$ cat src/hdl/etc_pkg.sv
// Purpose: shared constants for the compare/PWM timer block
// Assumes: 16-bit register port, word-indexed addresses
// Notes: all offsets, fields, resets and counts live here
package etc_pkg;

   // Register port and counter widths
   localparam int ADDR_W = 3;
   localparam int DATA_W = 16;
   localparam int CNT_W = 10;
   localparam int EXT_W = 11;

   // Register offsets
   localparam logic [2:0] ADDR_CTRL_ONE = 3'h0;
   localparam logic [2:0] ADDR_CTRL_TWO = 3'h1;
   localparam logic [2:0] ADDR_CMP_A = 3'h2;
   localparam logic [2:0] ADDR_CMP_B = 3'h3;
   localparam logic [2:0] ADDR_COUNT = 3'h4;
   localparam logic [2:0] ADDR_FLAGS = 3'h5;

   // Channel control fields (both control registers)
   localparam int F_MODE_LO = 0;
   localparam int F_ACTION_LO = 2;
   localparam int F_OUT_CTRL = 4;
   localparam int F_POLARITY = 5;
   // Extra fields of control register one
   localparam int F_PSEL = 6;
   localparam int F_RUN = 7;
   localparam int F_PCODE_LO = 8;
   localparam int F_ALIGN_LO = 11;
   // Flag register fields
   localparam int F_FLAG_A = 0;
   localparam int F_FLAG_B = 1;
   localparam int F_FLAG_P = 2;

   // Reset values
   localparam logic [15:0] RST_CTRL_ONE = 16'h0000;
   localparam logic [15:0] RST_CTRL_TWO = 16'h0000;
   localparam logic [9:0] RST_CMP = 10'h000;

   // Mode field codes
   localparam logic [1:0] MODE_COMPARE = 2'h0;
   localparam logic [1:0] MODE_CAPTURE = 2'h1;
   localparam logic [1:0] MODE_PWM = 2'h2;
   localparam logic [1:0] MODE_TIMER = 2'h3;

   // Output action codes
   localparam logic [1:0] ACT_NONE = 2'h0;
   localparam logic [1:0] ACT_LOW = 2'h1;
   localparam logic [1:0] ACT_HIGH = 2'h2;
   localparam logic [1:0] ACT_TOGGLE = 2'h3;
   localparam logic [1:0] ACT_PWM_INACT = 2'h0;
   localparam logic [1:0] ACT_PWM_ACT = 2'h1;
   localparam logic [1:0] ACT_PWM_WAVE = 2'h2;

   // Alignment codes
   localparam logic [1:0] ALIGN_EDGE = 2'h0;

   // Period arithmetic
   localparam logic [10:0] PERIOD_STEP = 11'h080;
   localparam logic [10:0] FULL_SPAN = 11'h400;

endpackage

$ cat src/hdl/etc_link_if.sv
// Purpose: counter state shared by the counter and output channels
// Assumes: single clock domain
// Notes: top drives start, counter drives count and direction
`timescale 1ns/10ps
interface etc_link_if;
   import etc_pkg::*;
   logic [EXT_W-1:0] cnt; // Live count, one spare bit for the centre peak
   logic up;              // Counting direction
   logic start;           // Run-bit rising edge, one cycle

   modport ctr (output cnt, output up, input start);
   modport chan (input cnt, input up, input start);
endinterface

$ cat src/hdl/etc_counter.sv
// Purpose: up or up/down counter with the three comparators
// Assumes: tick_i already qualified with the clock enable
// Notes: match outputs are one-cycle pulses on the counting cycle
`timescale 1ns/10ps
module etc_counter
   import etc_pkg::*;
(
   // Clock and reset
   input wire logic core_clk_i,
   input wire logic srst_i,
   // Control
   input wire logic step_i,
   input wire logic centre_i,
   input wire logic [1:0] align_i,
   input wire logic psel_i,
   input wire logic [2:0] pcode_i,
   input wire logic [CNT_W-1:0] cmp_a_i,
   input wire logic [CNT_W-1:0] cmp_b_i,
   // Counter state
   etc_link_if.ctr link,
   // Match pulses
   output logic match_a_o,
   output logic match_b_o,
   output logic match_p_o
);

   ////////////////////////////////////////////////////////////////////////
   logic [EXT_W-1:0] top; // Period length (edge) or peak (centre)
   logic [EXT_W-1:0] nxt; // Value after this step
   logic dir_ok; // Direction allows A/B matches
   logic wrap; // Edge period end
   logic bottom; // Centre count lands on zero

   // Period: compare A or code times step, code zero is full span
   always_comb begin
      if (psel_i) begin
         top = (cmp_a_i == '0) ? FULL_SPAN : {1'b0, cmp_a_i};
      end else if (pcode_i == 3'h0) begin
         top = FULL_SPAN;
      end else begin
         top = 11'(PERIOD_STEP * pcode_i);
      end
   end

   // Next value and comparator decode
   always_comb begin
      nxt = (centre_i && !link.up) ? link.cnt - 11'h001 : link.cnt + 11'h001;
      wrap = !centre_i && (nxt == top);
      bottom = centre_i && !link.up && (nxt == '0);
      // Centre matches filtered by direction
      dir_ok = !centre_i || (align_i[0] && link.up) || (align_i[1] && !link.up);
      match_a_o = step_i && dir_ok && (nxt[CNT_W-1:0] == cmp_a_i) && !nxt[CNT_W];
      match_b_o = step_i && dir_ok && (nxt[CNT_W-1:0] == cmp_b_i) && !nxt[CNT_W];
      // No period match when compare A owns the period
      match_p_o = step_i && !psel_i && (wrap || bottom);
   end

   ////////////////////////////////////////////////////////////////////////
   // Count register, restarted from zero by the run edge
   always_ff @(posedge core_clk_i) begin
      if (srst_i) begin
         link.cnt <= '0;
         link.up <= 1'b1;
      end else if (link.start) begin
         link.cnt <= '0;
         link.up <= 1'b1;
      end else if (step_i) begin
         if (wrap) begin
            link.cnt <= '0;
         end else begin
            link.cnt <= nxt;
         end
         // Turn at the peak and at zero
         if (centre_i && link.up && nxt == top) begin
            link.up <= 1'b0;
         end else if (bottom) begin
            link.up <= 1'b1;
         end
      end
   end

endmodule

$ cat src/hdl/etc_channel.sv
// Purpose: one output pin of the timer, compare actions or PWM
// Assumes: match_i is a one-cycle pulse from the counter
// Notes: pin and enable are registered; PWM lags the count by one cycle
`timescale 1ns/10ps
module etc_channel
   import etc_pkg::*;
(
   // Clock and reset
   input wire logic core_clk_i,
   input wire logic srst_i,
   input wire logic ce_i,
   // Channel settings
   input wire logic [1:0] mode_i,
   input wire logic [1:0] action_i,
   input wire logic out_ctrl_i,
   input wire logic polarity_i,
   input wire logic [CNT_W-1:0] cmp_i,
   input wire logic no_pwm_i,
   input wire logic match_i,
   // Counter state
   etc_link_if.chan link,
   // Pin
   output logic pin_o,
   output logic pin_oe_o
);

   ////////////////////////////////////////////////////////////////////////
   logic active; // Duty window open
   logic act_lvl; // Active level after polarity

   // Pulse lies below the compare value: edge pulses start at zero
   always_comb begin
      active = link.cnt < {1'b0, cmp_i};
      act_lvl = out_ctrl_i ^ polarity_i;
   end

   ////////////////////////////////////////////////////////////////////////
   // Pin drive enable: capture and timer modes leave the pin alone
   always_ff @(posedge core_clk_i) begin
      if (srst_i) begin
         pin_oe_o <= 1'b0;
      end else if (ce_i) begin
         pin_oe_o <= (mode_i == MODE_COMPARE) || (mode_i == MODE_PWM);
      end
   end

   // Pin level
   always_ff @(posedge core_clk_i) begin
      if (srst_i) begin
         pin_o <= 1'b0;
      end else if (ce_i) begin
         case (mode_i)
            MODE_COMPARE: begin
               if (link.start) begin
                  pin_o <= out_ctrl_i;
               end else if (match_i) begin
                  case (action_i)
                     ACT_LOW: pin_o <= 1'b0;
                     ACT_HIGH: pin_o <= 1'b1;
                     ACT_TOGGLE: pin_o <= ~pin_o;
                     default: pin_o <= pin_o;
                  endcase
               end
            end
            MODE_PWM: begin
               case (action_i)
                  ACT_PWM_ACT: pin_o <= act_lvl;
                  ACT_PWM_WAVE: begin
                     // Period-owning channel shows no waveform
                     if (no_pwm_i) begin
                        pin_o <= ~act_lvl;
                     end else begin
                        pin_o <= active ? act_lvl : ~act_lvl;
                     end
                  end
                  default: pin_o <= ~act_lvl;
               endcase
            end
            default: pin_o <= pin_o;
         endcase
      end
   end

endmodule

$ cat src/hdl/etc_top.sv
// Purpose: dual-channel compare-match and PWM timer with register port
// Assumes: tick_i comes from logic on core_clk_i, one cycle per count
// Notes: registers are word indexed; read data stands one cycle later
//
// Notes on behaviour
// - Period-select low: P match or overflow clears.
// - Period-select high: A clears; no P flag.
// - Compare pins move only on own match.
// - Action field sets, clears or toggles pin.
// - Action zero leaves pin unchanged on match.
// - Run rising edge loads initial pin level.
// - Timer mode counts alike, pins undriven.
// - Period-select high: A period, B duty only.
// - Edge period from code, 000 gives 1024.
// - Edge period equals compare A value.
// - Centre period doubled; duty twice compare minus one.
// - Centre with A period: twice A, A zero gives 2048.
// - Edge pulses start together at counter zero.
// - PWM raises A, B and P match flags.
// - Action passes PWM or forces pin level.
// - Polarity bit inverts the PWM output.
// - Counting and flags continue with actions 00/01.
// - Alignment: 00 edge, else centre up/down/both.
// - Counter and compare values are ten bits.
`timescale 1ns/10ps
module etc_top
   import etc_pkg::*;
(
   // Clock, reset, enable
   input wire logic core_clk_i,
   input wire logic srst_i,
   input wire logic ce_i,
   // Timer clock strobe
   input wire logic tick_i,
   // Register port
   input wire logic [ADDR_W-1:0] addr_i,
   input wire logic [DATA_W-1:0] wdata_i,
   input wire logic wr_i,
   input wire logic rd_i,
   output logic [DATA_W-1:0] rdata_o,
   // Output pins
   output logic output_pin_a_o,
   output logic output_pin_a_oe_o,
   output logic output_pin_b_o,
   output logic output_pin_b_oe_o,
   // Sticky match flags
   output logic match_a_flag_o,
   output logic match_b_flag_o,
   output logic match_p_flag_o
);

   ////////////////////////////////////////////////////////////////////////
   // Software registers
   logic [DATA_W-1:0] timer_control_one_q; // Channel A, run, period setup
   logic [DATA_W-1:0] timer_control_two_q; // Channel B setup
   logic [CNT_W-1:0] compare_a_value_q; // Compare A, ten bits
   logic [CNT_W-1:0] compare_b_value_q; // Compare B, ten bits
   logic run_prev_q; // Run bit one cycle ago
   logic [DATA_W-1:0] rdata_d; // Read mux

   // Decoded fields
   logic [1:0] chan_a_mode_sel;
   logic [1:0] chan_b_mode_sel;
   logic [1:0] chan_a_output_action;
   logic [1:0] chan_b_output_action;
   logic chan_a_output_ctrl;
   logic chan_b_output_ctrl;
   logic chan_a_polarity;
   logic chan_b_polarity;
   logic period_source_sel;
   logic counter_run;
   logic [2:0] period_code;
   logic [1:0] pwm_align_sel;

   // Derived controls
   logic pwm_mode; // Both channels in PWM mode
   logic centre; // Up/down counting
   logic step; // One counting step this cycle
   logic match_a;
   logic match_b;
   logic match_p;
   logic flag_wr; // Write to the flag register

   etc_link_if link ();

   // Field of a channel control word
   function automatic logic [1:0] field2(input logic [DATA_W-1:0] w, input int lo);
      field2 = w[lo +: 2];
   endfunction

   always_comb begin
      chan_a_mode_sel = field2(timer_control_one_q, F_MODE_LO);
      chan_b_mode_sel = field2(timer_control_two_q, F_MODE_LO);
      chan_a_output_action = field2(timer_control_one_q, F_ACTION_LO);
      chan_b_output_action = field2(timer_control_two_q, F_ACTION_LO);
      chan_a_output_ctrl = timer_control_one_q[F_OUT_CTRL];
      chan_b_output_ctrl = timer_control_two_q[F_OUT_CTRL];
      chan_a_polarity = timer_control_one_q[F_POLARITY];
      chan_b_polarity = timer_control_two_q[F_POLARITY];
      period_source_sel = timer_control_one_q[F_PSEL];
      counter_run = timer_control_one_q[F_RUN];
      period_code = timer_control_one_q[F_PCODE_LO +: 3];
      pwm_align_sel = field2(timer_control_one_q, F_ALIGN_LO);
   end

   ////////////////////////////////////////////////////////////////////////
   // Mode and stepping; counting ignores the action fields
   always_comb begin
      pwm_mode = (chan_a_mode_sel == MODE_PWM) && (chan_b_mode_sel == MODE_PWM);
      centre = pwm_mode && (pwm_align_sel != ALIGN_EDGE);
      step = ce_i && tick_i && counter_run && run_prev_q;
      link.start = ce_i && counter_run && !run_prev_q;
      flag_wr = ce_i && wr_i && (addr_i == ADDR_FLAGS);
   end

   // Run edge detector
   always_ff @(posedge core_clk_i) begin
      if (srst_i) begin
         run_prev_q <= 1'b0;
      end else if (ce_i) begin
         run_prev_q <= counter_run;
      end
   end

   ////////////////////////////////////////////////////////////////////////
   // Register writes
   always_ff @(posedge core_clk_i) begin
      if (srst_i) begin
         timer_control_one_q <= RST_CTRL_ONE;
         timer_control_two_q <= RST_CTRL_TWO;
         compare_a_value_q <= RST_CMP;
         compare_b_value_q <= RST_CMP;
      end else if (ce_i && wr_i) begin
         case (addr_i)
            ADDR_CTRL_ONE: timer_control_one_q <= wdata_i;
            ADDR_CTRL_TWO: timer_control_two_q <= {10'h000, wdata_i[5:0]};
            ADDR_CMP_A: compare_a_value_q <= wdata_i[CNT_W-1:0];
            ADDR_CMP_B: compare_b_value_q <= wdata_i[CNT_W-1:0];
            default: ;
         endcase
      end
   end

   // Sticky flags: write one clears, a new match wins over the clear
   always_ff @(posedge core_clk_i) begin
      if (srst_i) begin
         match_a_flag_o <= 1'b0;
         match_b_flag_o <= 1'b0;
         match_p_flag_o <= 1'b0;
      end else begin
         if (match_a) begin
            match_a_flag_o <= 1'b1;
         end else if (flag_wr && wdata_i[F_FLAG_A]) begin
            match_a_flag_o <= 1'b0;
         end
         if (match_b) begin
            match_b_flag_o <= 1'b1;
         end else if (flag_wr && wdata_i[F_FLAG_B]) begin
            match_b_flag_o <= 1'b0;
         end
         if (match_p) begin
            match_p_flag_o <= 1'b1;
         end else if (flag_wr && wdata_i[F_FLAG_P]) begin
            match_p_flag_o <= 1'b0;
         end
      end
   end

   ////////////////////////////////////////////////////////////////////////
   // Read mux; unmapped words read zero
   always_comb begin
      rdata_d = '0;
      case (addr_i)
         ADDR_CTRL_ONE: rdata_d = timer_control_one_q;
         ADDR_CTRL_TWO: rdata_d = timer_control_two_q;
         ADDR_CMP_A: rdata_d = {6'h00, compare_a_value_q};
         ADDR_CMP_B: rdata_d = {6'h00, compare_b_value_q};
         ADDR_COUNT: rdata_d = {6'h00, link.cnt[CNT_W-1:0]};
         ADDR_FLAGS: rdata_d = {13'h0000, match_p_flag_o, match_b_flag_o, match_a_flag_o};
         default: rdata_d = '0;
      endcase
   end

   // Read data stands only in the cycle after the strobe
   always_ff @(posedge core_clk_i) begin
      if (srst_i) begin
         rdata_o <= '0;
      end else if (ce_i) begin
         rdata_o <= rd_i ? rdata_d : '0;
      end
   end

   ////////////////////////////////////////////////////////////////////////
   // Counter and comparators
   etc_counter u_counter (
      .core_clk_i(core_clk_i),
      .srst_i(srst_i),
      .step_i(step),
      .centre_i(centre),
      .align_i(pwm_align_sel),
      .psel_i(period_source_sel),
      .pcode_i(period_code),
      .cmp_a_i(compare_a_value_q),
      .cmp_b_i(compare_b_value_q),
      .link(link),
      .match_a_o(match_a),
      .match_b_o(match_b),
      .match_p_o(match_p)
   );

   // Channel A loses its waveform when compare A sets the period
   etc_channel u_chan_a (
      .core_clk_i(core_clk_i),
      .srst_i(srst_i),
      .ce_i(ce_i),
      .mode_i(chan_a_mode_sel),
      .action_i(chan_a_output_action),
      .out_ctrl_i(chan_a_output_ctrl),
      .polarity_i(chan_a_polarity),
      .cmp_i(compare_a_value_q),
      .no_pwm_i(period_source_sel),
      .match_i(match_a),
      .link(link),
      .pin_o(output_pin_a_o),
      .pin_oe_o(output_pin_a_oe_o)
   );

   etc_channel u_chan_b (
      .core_clk_i(core_clk_i),
      .srst_i(srst_i),
      .ce_i(ce_i),
      .mode_i(chan_b_mode_sel),
      .action_i(chan_b_output_action),
      .out_ctrl_i(chan_b_output_ctrl),
      .polarity_i(chan_b_polarity),
      .cmp_i(compare_b_value_q),
      .no_pwm_i(1'b0),
      .match_i(match_b),
      .link(link),
      .pin_o(output_pin_b_o),
      .pin_oe_o(output_pin_b_oe_o)
   );

endmodule

$ cat config.mk
export PLATFORM = sky130hd
export DESIGN_NAME = etc_top
export DESIGN_NICKNAME = d
export VERILOG_FILES = /design/src/hdl/etc_pkg.sv /design/src/hdl/etc_link_if.sv /design/src/hdl/etc_counter.sv /design/src/hdl/etc_channel.sv /design/src/hdl/etc_top.sv
export SDC_FILE = /design/constraint.sdc
export NUM_CORES = 1
export LEC_CHECK = 0
export ABC_CLOCK_PERIOD_IN_PS = 4600
export BUFFER_PORTS_ARGS = -buffer_cell sky130_fd_sc_hd__buf_2
export CAP_MARGIN = 20
export CELL_PAD_IN_SITES_DETAIL_PLACEMENT = 0
export CELL_PAD_IN_SITES_GLOBAL_PLACEMENT = 1
export CORE_MARGIN = 4
export CORE_UTILIZATION = 45
export CTS_CLUSTER_DIAMETER = 150
export DETAILED_ROUTE_END_ITERATION = 6
export PLACE_DENSITY = 0.88
export SLEW_MARGIN = 20
export SYNTH_ARGS = -nofsm -noshare
export SYNTH_HDL_FRONTEND = slang
export SYNTH_HIERARCHICAL = 1
export SYNTH_SLANG_ARGS = --single-unit
$ cat constraint.sdc
create_clock -name core_clk_i -period 4.6 [get_ports core_clk_i]
set_input_delay 0.46 -clock core_clk_i [delete_from_list [all_inputs] [get_ports core_clk_i]]
set_output_delay 0.46 -clock core_clk_i [all_outputs]
set_load 0.02 [all_outputs]
# [Word level (Yosys, flattened, before mapping)]
# Cells that the tools add are included.
# W data, S select, Z words.
[word_totals] reg_bits=78 n_memories=0 rom_bits=0 latchBits=0 out_inout_bits=23 in_bits=25 word_cells=130 mem_bits_rw=0
[op_classes] n_eq_ne=20 n_bitwise=6 reduce_logical=57 muxes=28 div_mod_pow=0 add_sub_neg=2 shift=0 n_mul=0 order_cmp=2
[op_table] operator="$pmux W16 S6" n=1
[op_table] operator="$mux W11" n=5
[op_table] operator="$logic_and A1 B1 Y1" n=26
[op_table] operator="$lt A11 B10 Y1" n=2
[op_table] operator="$eq A10 B10 Y1" n=2
[op_table] operator="$mux W16" n=1
[op_table] operator="$mux W1" n=15
[op_table] operator="$reduce_bool A2 Y1" n=7
[op_table] operator="$eq A2 B2 Y1 const B" n=6
[op_table] operator="$add A11 B1 Y11 const B" n=1
[op_table] operator="$eq A11 B11 Y1" n=1
[op_table] operator="$logic_not A11 Y1" n=1
[op_table] operator="$sub A11 B1 Y11 const B" n=1
[op_table] operator="$logic_not A10 Y1" n=1
[op_table] operator="$ne A5 B5 Y1 const B" n=2
[op_table] operator="$reduce_and A2 Y1" n=5
[op_table] operator="$pmux W1 S2" n=4
[op_table] operator="$reduce_and A4 Y1" n=2
[op_table] operator="$eq A3 B2 Y1 const B" n=2
[op_table] operator="$eq A3 B3 Y1 const B" n=2
[op_table] operator="$logic_not A3 Y1" n=2
[op_table] operator="$ne A3 B3 Y1 const B" n=2
[op_table] operator="$pmux W1 S3" n=2
[op_table] operator="$logic_not A1 Y1" n=5
[op_table] operator="other kinds (7)" n=17

# [Depth between registers and ports, before layout]
# Gate-level depths: netlist of run 1.
[depth] ltp_word=12 depth_mapped=20 mapped_depth_nobuf=17

# [By module]
# The synthesis of run 1 kept the hierarchy.
[by_module_without_submodules] mod="etc_top" seq_area_each_um2=1241.2 cells_per_inst=322 instances=1 area_per_inst_um2=2708.8
[by_module_without_submodules] mod="etc_counter" seq_area_each_um2=240.2 cells_per_inst=237 instances=1 area_per_inst_um2=1776.7
[by_module_without_submodules] mod="etc_channel at u_chan_a" seq_area_each_um2=40.0 cells_per_inst=61 instances=1 area_per_inst_um2=467.9
[by_module_without_submodules] mod="etc_channel at u_chan_b" seq_area_each_um2=40.0 cells_per_inst=58 instances=1 area_per_inst_um2=457.9

# [Least setup slack after synthesis of run 1]
# No wires, ideal clock.
[synth_path] path_kind="reg2reg" from="register timer_control_two_q[1]" to="register u_chan_b.pin_o" period_less_slack_ns=4.078 n_path_buf=3 arrival_ns=4.010 required_ns=4.531 slack_ns=0.522 stages_incl_launch_ff=21 setup_time_ns=0.069 cell_sequence="dfxtp_1 -> nor4bb_1 -> o21a_1 -> nand2b_1 -> buf_4 -> clkbuf_1 -> xnor2_1 -> ha_1 -> clkbuf_1 -> nor4b_1 -> a21o_1 -> xnor2_1 -> xnor2_1 -> nand3_1 -> nor4_1 -> o2111ai_1 -> nor3_1 -> a211oi_1 -> o31ai_1 -> nand4b_1 -> o21ai_1"
[synth_between] elab_chain_cells=11 word_cells_on_any_way=19 cone_classes="eq/ne: 4; mux: 2; reduce/logical: 13"
[synth_lines] item="start, declared" line_no="etc_top.sv:55" rtl="logic [DATA_W-1:0] timer_control_two_q;"
[synth_lines] item="start signal, assigned" line_no="etc_top.sv:136" rtl="ADDR_CTRL_TWO: timer_control_two_q <= {10'h000, wdata_i[5:0]};"
[synth_lines] item="$eq A2 B2 Y1 (*)" line_no="etc_top.sv:109" rtl="pwm_mode = (chan_a_mode_sel == MODE_PWM) && (chan_b_mode_sel == MODE_PWM);"
[synth_lines] item="$logic_and A1 B1 Y1 (*)" line_no="etc_top.sv:109"
[synth_lines] item="$logic_and A1 B1 Y1 (*)" line_no="etc_top.sv:110" rtl="centre = pwm_mode && (pwm_align_sel != ALIGN_EDGE);"
[synth_lines] item="net centre" line_no="etc_top.sv:77" rtl="logic centre;"
[synth_lines] item="parallel branches: the longest is 5 deep, another holds $mux W11"
[synth_lines] item="$logic_and A1 B1 Y1 (*)" line_no="etc_counter.sv:53" rtl="match_b_o = step_i && dir_ok && (nxt[CNT_W-1:0] == cmp_b_i) && !nxt[CNT_W];"
[synth_lines] item="net match_b" line_no="etc_top.sv:80" rtl="logic match_b;"
[synth_lines] item="$ne A3 B3 Y1 (no line) (*)"
[synth_lines] item="$reduce_and A4 Y1 (no line) (*)"
[synth_lines] item="end signal, assigned" line_no="etc_channel.sv:55" rtl="pin_o <= out_ctrl_i;"
[synth_lines] item="end signal, assigned" line_no="etc_channel.sv:60" rtl="ACT_TOGGLE: pin_o <= ~pin_o;"
[synth_lines] item="end signal, assigned" line_no="etc_channel.sv:61" rtl="default: pin_o <= pin_o;"
[synth_lines] item="end, declared" line_no="etc_channel.sv:23" rtl="output logic pin_o,"
# Mark *: on every way through the listed nets, which the timed path passes.
# A chain may end at the register's enable or synchronous reset.

# [Worst setup path after layout of run 1]
# Same ends and word-level chain as after synthesis.

==> results.md, run 1 <==
- Worst setup SP type: register
- Fraction of registers with async set/reset: 0%
- Global-route wire length before repair: 27,100 um
- I/O Pins: 48
- Max rail drop VDD: 0.210 mV
- PortBufs: 47
- Endpoints failing hold: 0
- # hold bufs at CTS: 0
- Clock skew: 8.64 ps
- Initial core utilization: a little under half
- Number of iterations in the first detailed-routing pass: 6
- CTS Sinks: 78
- H-tree depth: 3
- Register area: between 1500 and 2000 um^2
- Outcome: finished, final reports clean
- Final setup viols: 0
- Yosys cell types: 80
- DRT Wirelength: 17,100 um
- Worst Tran Pin Value: 984 ps
- Vias/cell: 6.19
- Layout cell share with drive strength beyond 1: between 10 and 15%
- Synth warn: 6
- Tmin final: between 4000 and 5000 ps
- Maximum clock rate: 0.238 GHz
- Leak: 0.00236 uW
- Number of nets with antenna violations after routing: 0
- Die Y: 118 um
- Largest net degree at the start of global routing: 38
- Critical path buffers and inverters: 1
- Fin. max-slew vios: 0
- GRT Util Overall: roughly a quarter
- Routed wire per std cell: 20.0 um
- RSZ-0062 raised after global routing: false
- Rel. slew slack: 33.5%
- # nets final: 760
- Worst EP required: 4880 ps
- Post-synthesis cell area: roughly 5400 um^2
- Share of the synthesized area in the top cell type: ~29%
- Arr. time, crit path: 4480 ps
- Setup TNS: 0 ps
- Sequential area share after synthesis: 28.9%
- Detailed placer's ending HPWL: 12,600 um
- Total CTS buffers: 9
- Dominant cell type by area after synthesis: dfxtp_1
- Maxcap violations: 0
- Fillcell total: roughly 1,100
- CP top delay family: simple AND/OR/NAND/NOR gates
- DRC Markers: 0
- Synth Instances: 678
- Area Growth Syn to Fin: 12.0%
- Slowest-stage cell, CP: or4b_4
- HP Class: primary input to register
- Overall power: 1520 uW
- Critical Path Sink Type: register
- Post-Syn Area per Cell: 7.98 um^2
- Reg clk slew, reported paths: 70 ps
- Antenna cells: 0
- Crit Path Category: register to register
- Clk Latency, worst-skew pair: 350 ps
- Largest stage delay, worst path: 500 ps
- Crit path max fanout: 8
- Antenna violations before repair: 0
- CTS tree: yes
- Core ar.: 11,600 um^2
- Core Rows: 39
- Post-synth EDFFs: 0
- Die area: about 14,000 um^2
- Vias in the first global route: just under 5,000
- Power per cell area: ~250 nW/um^2
- Post-route clock period utilization: slightly above 90%
- Clk Tree Root Cell: clkbuf_16
- Clk buf depth: 2
- Multi-input logic area: around 3600 um^2
- Via Count: 5,299
- Synth area leaders: dfxtp_1 29%, a21oi_1 6.4%, ha_1 6.0%
- CP Cell Sequence: nor4bb_4 > o21a_1 > buf_4 > or4b_4 > nor2_1 > a22oi_1 > xor2_1 > xnor2_1 > nor4_1 > o2111ai_1 > nor3_2 > a211oi_1 > o31ai_2 > nand4b_1 > o21ai_1
- Yosys reg bits: 78
- Main synth FF type: dfxtp_1
- Total grt overflow: 0
- Syn_nets: 729
- Placer Congestion: roughly 0.97
- DIE WIDTH: between 100 and 150 um
- Iteration-0 DRC Markers: 534
==> flip-flops by register name (all words and copies together) (netlist names), 6 cells and up <==
signal / count
timer_control_one_q: 16
u_counter/link.cnt: 11
compare_b_value_q: 10
compare_a_value_q: 10
timer_control_two_q: 6
rdata_o: 16
==> power by group <==
part / leakage [uW] / internal (uW) / switching (uW)
logic: 0.00159 / 36.9 / 73.4
clock network: 0.000141 / 416 / 301
registers: 0.000629 / 682 / 8.98
total: 0.00236 / 1130 / 383
==> layout make-up <==
class	count	area share, %
clock buffers	9	3.72
clock inverters	6	1.01
inverters	32	1.98
multi-input cells	530	59.3
flip-flops and latches	78	25.8
well taps	143	2.95
repair buffers	58	5.24
==> what timing repair did <==
item,CTS,global route
gates resized for setup,0,8
setup endpoints to repair,0,3
buffers inserted,0,1
==> worst register-to-register path, cell delays in order (launching register included) <==
cell       delay, ps
dfxtp_1          450
nor4bb_4         390
o21a_1           200
buf_4            160
or4b_4           510
nor2_1           250
a22oi_1          280
xor2_1           270
xnor2_1          180
nor4_1           260
o2111ai_1        170
nor3_2           230
a211oi_1         170
o31ai_2          330
nand4b_1         160
o21ai_1          150
==> path summary, 6_finish.rpt <==
check / start / end / slack [ps] / depth (start not counted)
hold / removal: wdata_i[15] / timer_control_one_q[15] / 350 / 3
setup reg to reg: timer_control_two_q[1] / u_chan_b/pin_o / 400 / 15
setup / recovery: timer_control_two_q[1] / u_chan_b/pin_o / 400 / 15
hold reg to reg: rdata_o[4] / rdata_o[4] / 430 / 2
==> per-stage QoR <==
stage | worst slack, ps | cells | cell area (um^2) | utilization [%] | hold slack [ps]
floorplan | 522 | 678 | 5410 | - | 437
global route | 51.8 | 856 | 6060 | 52.2 | 357
finish | 399 | 856 | 6060 | 52.2 | 348
global placement | 299 | 840 | 5720 | 49.3 | 422
CTS | 68.4 | 855 | 6010 | 51.7 | 342
detailed placement | 110 | 840 | 5720 | 49.3 | 427
==> metal layers <==
metal	up-vias	GRT usage [%]	share of wire, %	wire [um]
met3	35	5.05	7.8	1330
met2	266	35.9	44	7470
met1	2505	35.1	46	7850
met4	0	9.52	2.8	483
met5	-	0	0	0
li1	2493	-	-	-
==> layout by cell type (no fill, tap or decap), types with 17 or more instances in the layout <==
| cell type | netlist | final |
|---|---|---|
| o21ai_0 | 29 | 29 |
| nor2_1 | 48 | 48 |
| a21oi_1 | 69 | 69 |
| xnor2_1 | 24 | 24 |
| inv_1 | 32 | 32 |
| mux2i_1 | 29 | 29 |
| dfxtp_1 | 78 | 78 |
| buf_2 | 11 | 47 |
| nand2b_1 | 17 | 17 |
| nand2_1 | 84 | 84 |
| ha_1 | 26 | 25 |
==> synth_stat cells (5+ instances only) <==
cell	number
a21oi_1	69
nand2_1	84
o31ai_1	6
o21a_1	8
nand4_1	7
o211ai_1	8
xor2_1	7
nand2b_1	17
o21ai_1	5
buf_2	11
nor3_1	13
nor2b_1	12
buf_4	6
o22ai_1	12
a22o_1	5
nor3b_1	9
dfxtp_1	78
or3_1	5
mux2i_1	29
inv_1	32
nand3_1	5
nor2_1	48
clkbuf_1	19
a22oi_1	10
and2_1	6
o21ai_0	29
xnor2_1	24
a211oi_1	6
ha_1	26
a31oi_1	5
==> kinds of logic (layout without fill, tap and decap cells) <==
kind of cell	Yosys count	after routing	synth area share [%]
xor gates and xnor gates	35	35	6.71
adders and majority gates	26	26	6.01
muxes	30	30	5.57
buffers and inverters	70	105	5.55
and+or+nand+nor	247	247	24.7
other	1	1	0.0693
AOI/OAI and AO/OA	191	191	22.6
DFF	78	78	28.9
Power figures use the tool's default switching activity.
==> run 2: changes to the inputs <==
==> constraint.sdc (replaced) <==
create_clock -name core_clk_i -period 4.6 [get_ports core_clk_i]
set_input_delay 0.23 -clock core_clk_i [delete_from_list [all_inputs] [get_ports core_clk_i]]
set_output_delay 0.23 -clock core_clk_i [all_outputs]
set_load 0.02 [all_outputs]
==> results.md, run 2 (synthesized netlist as in run 1, its figures left out) <==
- Initial core utilization: 46.6%
- Overall power: 1580 uW
- Die Y: 118 um
- Placer Congestion: 0.979
- Maximum clock rate: 0.227 GHz
- Fillcell total: 1,141
- Worst Tran Pin Value: between 900 and 1000 ps
- Rel. slew slack: 34.3%
- Clk buf depth: 2
- Commonest cells after routing, fill and taps aside: 84 x nand2_1, 78 x dfxtp_1, 69 x a21oi_1
- Area Growth Syn to Fin: 12.3%
- Sw Pwr: 382 uW
- Iteration-0 DRC Markers: between 500 and 600
- DIE WIDTH: ~120 um
- Power per cell area: roughly 260 nW/um^2
- Vias in the first global route: 4,875
- Post-route clock period utilization: 95.6%
- Comb power frac: 6.9%
- Global-route wire length before repair: 27,100 um
- Regs by FF count: rdata_o (16), timer_control_one_q (16), u_counter/link.cnt (11)
- Sw frac: 24.2%
- Core ar.: 11,600 um^2
- Maxcap violations: 0
- Number of iterations in the first detailed-routing pass: 5
- Reg2Reg Setup Slack: 200 ps
- # nets final: 761
- Clock skew: 9.72 ps
- Worst setup SP type: register
- Antenna cells: 0
- DRT Wirelength: 17,000 um
- Antenna violations before repair: 0
- Clk Latency, worst-skew pair: around 350 ps
- Setup WS post-layout: ~200 ps
- Layout cell share with drive strength beyond 1: 14.5%
- Fin. max-slew vios: 0
- Tmin final: 4400 ps
- PortBufs: 47
- H-tree depth: 3
- Max rail drop VDD: 0.248 mV
- Number of nets with antenna violations after routing: 0
- R2r startpoint: timer_control_two_q[1]
- Total CTS buffers: 9
- CTS Sinks: 78
- Largest net degree at the start of global routing: 40
- Hold wc startpoint: wdata_i[15]
- DRC Markers: 0
- Reg clk slew, reported paths: 60 ps
- Final setup viols: 0
- Seq pwr share: a little over two fifths
- Final cell count without fillers: 858
- # hold bufs at CTS: 0
- Hold slack final: 121 ps
- CTS tree: yes
- Worst R2R End: u_chan_b/pin_o
- Routed wire per std cell: 19.8 um
- Worst hold path stage count: 3
- Hold endpoint: timer_control_one_q[15]
- Clock Power Share: 49.3%
- Register area: about 1600 um^2
- Crit Path Category: register to register
- DP Worst Slack: 44.7 ps
- Via Count: 5,217
- Endpoints failing hold: 0
- Detailed placer's ending HPWL: 12,600 um
- Leak: between 0.002 and 0.0025 uW
- Die area: 13,800 um^2
- Critical Path Sink Type: register
- Crit path max fanout: 8
- Most common cell after layout, fill and taps aside: nand2_1
- Outcome: finished, final reports clean
- Int Power: 1200 uW
- I/O Pins: 48
- Arr. time, crit path: 4670 ps
- Total grt overflow: 0
- Placed Cells: 841
- Core Rows: 39
- Multi-input logic area: 3580 um^2
- GRT Util Overall: between 20 and 25%
- Vias/cell: slightly above 6
- R2R depth: 15
- Clk Tree Root Cell: clkbuf_16
- HP Class: primary input to register
- Worst EP required: 4880 ps
==> run 2: power by group through the flow <==
stage | clock network (uW) | registers (uW) | logic (uW)
after global placement | 0 | 705 | 105
after CTS | 791 | 690 | 107
final | 778 | 690 | 110
after detailed placement | 0 | 705 | 107
after global routing | 818 | 691 | 118
after floorplan | 0 | 704 | 67.7
==> run 2: area by class of cell <==
type                            count  area share [%]
Clock buffer                       11            3.83
Clock inverter                      5            1.34
Inverter                           32            1.98
Multi-Input combinational cell    530            58.9
Sequential cell                    78            25.7
Tap cell                          143            2.94
Timing Repair Buffer               59            5.35
==> run 2: what timing repair did <==
action                                  4_1_cts  5_1_grt
gates resized for setup                       0        5
setup buffers                                 0        1
endpoints found under the setup margin        0        3
==> run 2: how the worst max path moves through the flow <==
| stage | slack, ps | endpoint | from |
|---|---|---|---|
| 2_1_floorplan | 520 | u_chan_b/pin_o | timer_control_two_q[1] |
| 3_3_place_gp | 290 | u_chan_a/pin_o | timer_control_two_q[1] |
| 3_5_place_dp | 40 | u_chan_b/pin_o | timer_control_two_q[1] |
| 4_1_cts | 20 | u_chan_b/pin_o | timer_control_two_q[1] |
| 5_1_grt | -5 | u_chan_b/pin_o | timer_control_two_q[1] |
| 6_report | 200 | u_chan_b/pin_o | timer_control_two_q[1] |
==> run 2: through the flow <==
stage	cell area (um^2)	utilization [%]	setup TNS (ps)
after floorplan	5410	-	0
after global placement	5730	49.3	0
after detailed placement	5730	49.3	0
after CTS	6040	52.0	0
after global routing	6080	52.3	-5.44
final	6080	52.3	0
==> run 2: critical path, cell delays in order (launching register included) <==
cell and delay, ps:
dfxtp_1 420, nor4bb_2 430, o21a_1 210, buf_4 170
or4b_4 510, nor2_1 300, a22oi_1 310, xor2_1 400
xnor2_1 100, nor4_1 280, o2111ai_1 190, nor3_2 230
a211oi_1 150, o31ai_1 330, nand4b_1 130, o21ai_1 150
==> run 2: metal layers <==
metal	up-vias	global-route usage [%]	share of wire [%]
li1	2486	-	-
met1	2477	33.9	46
met2	228	37.4	44
met3	26	4.71	8.1
met4	0	7.84	1.8
met5	-	0	0
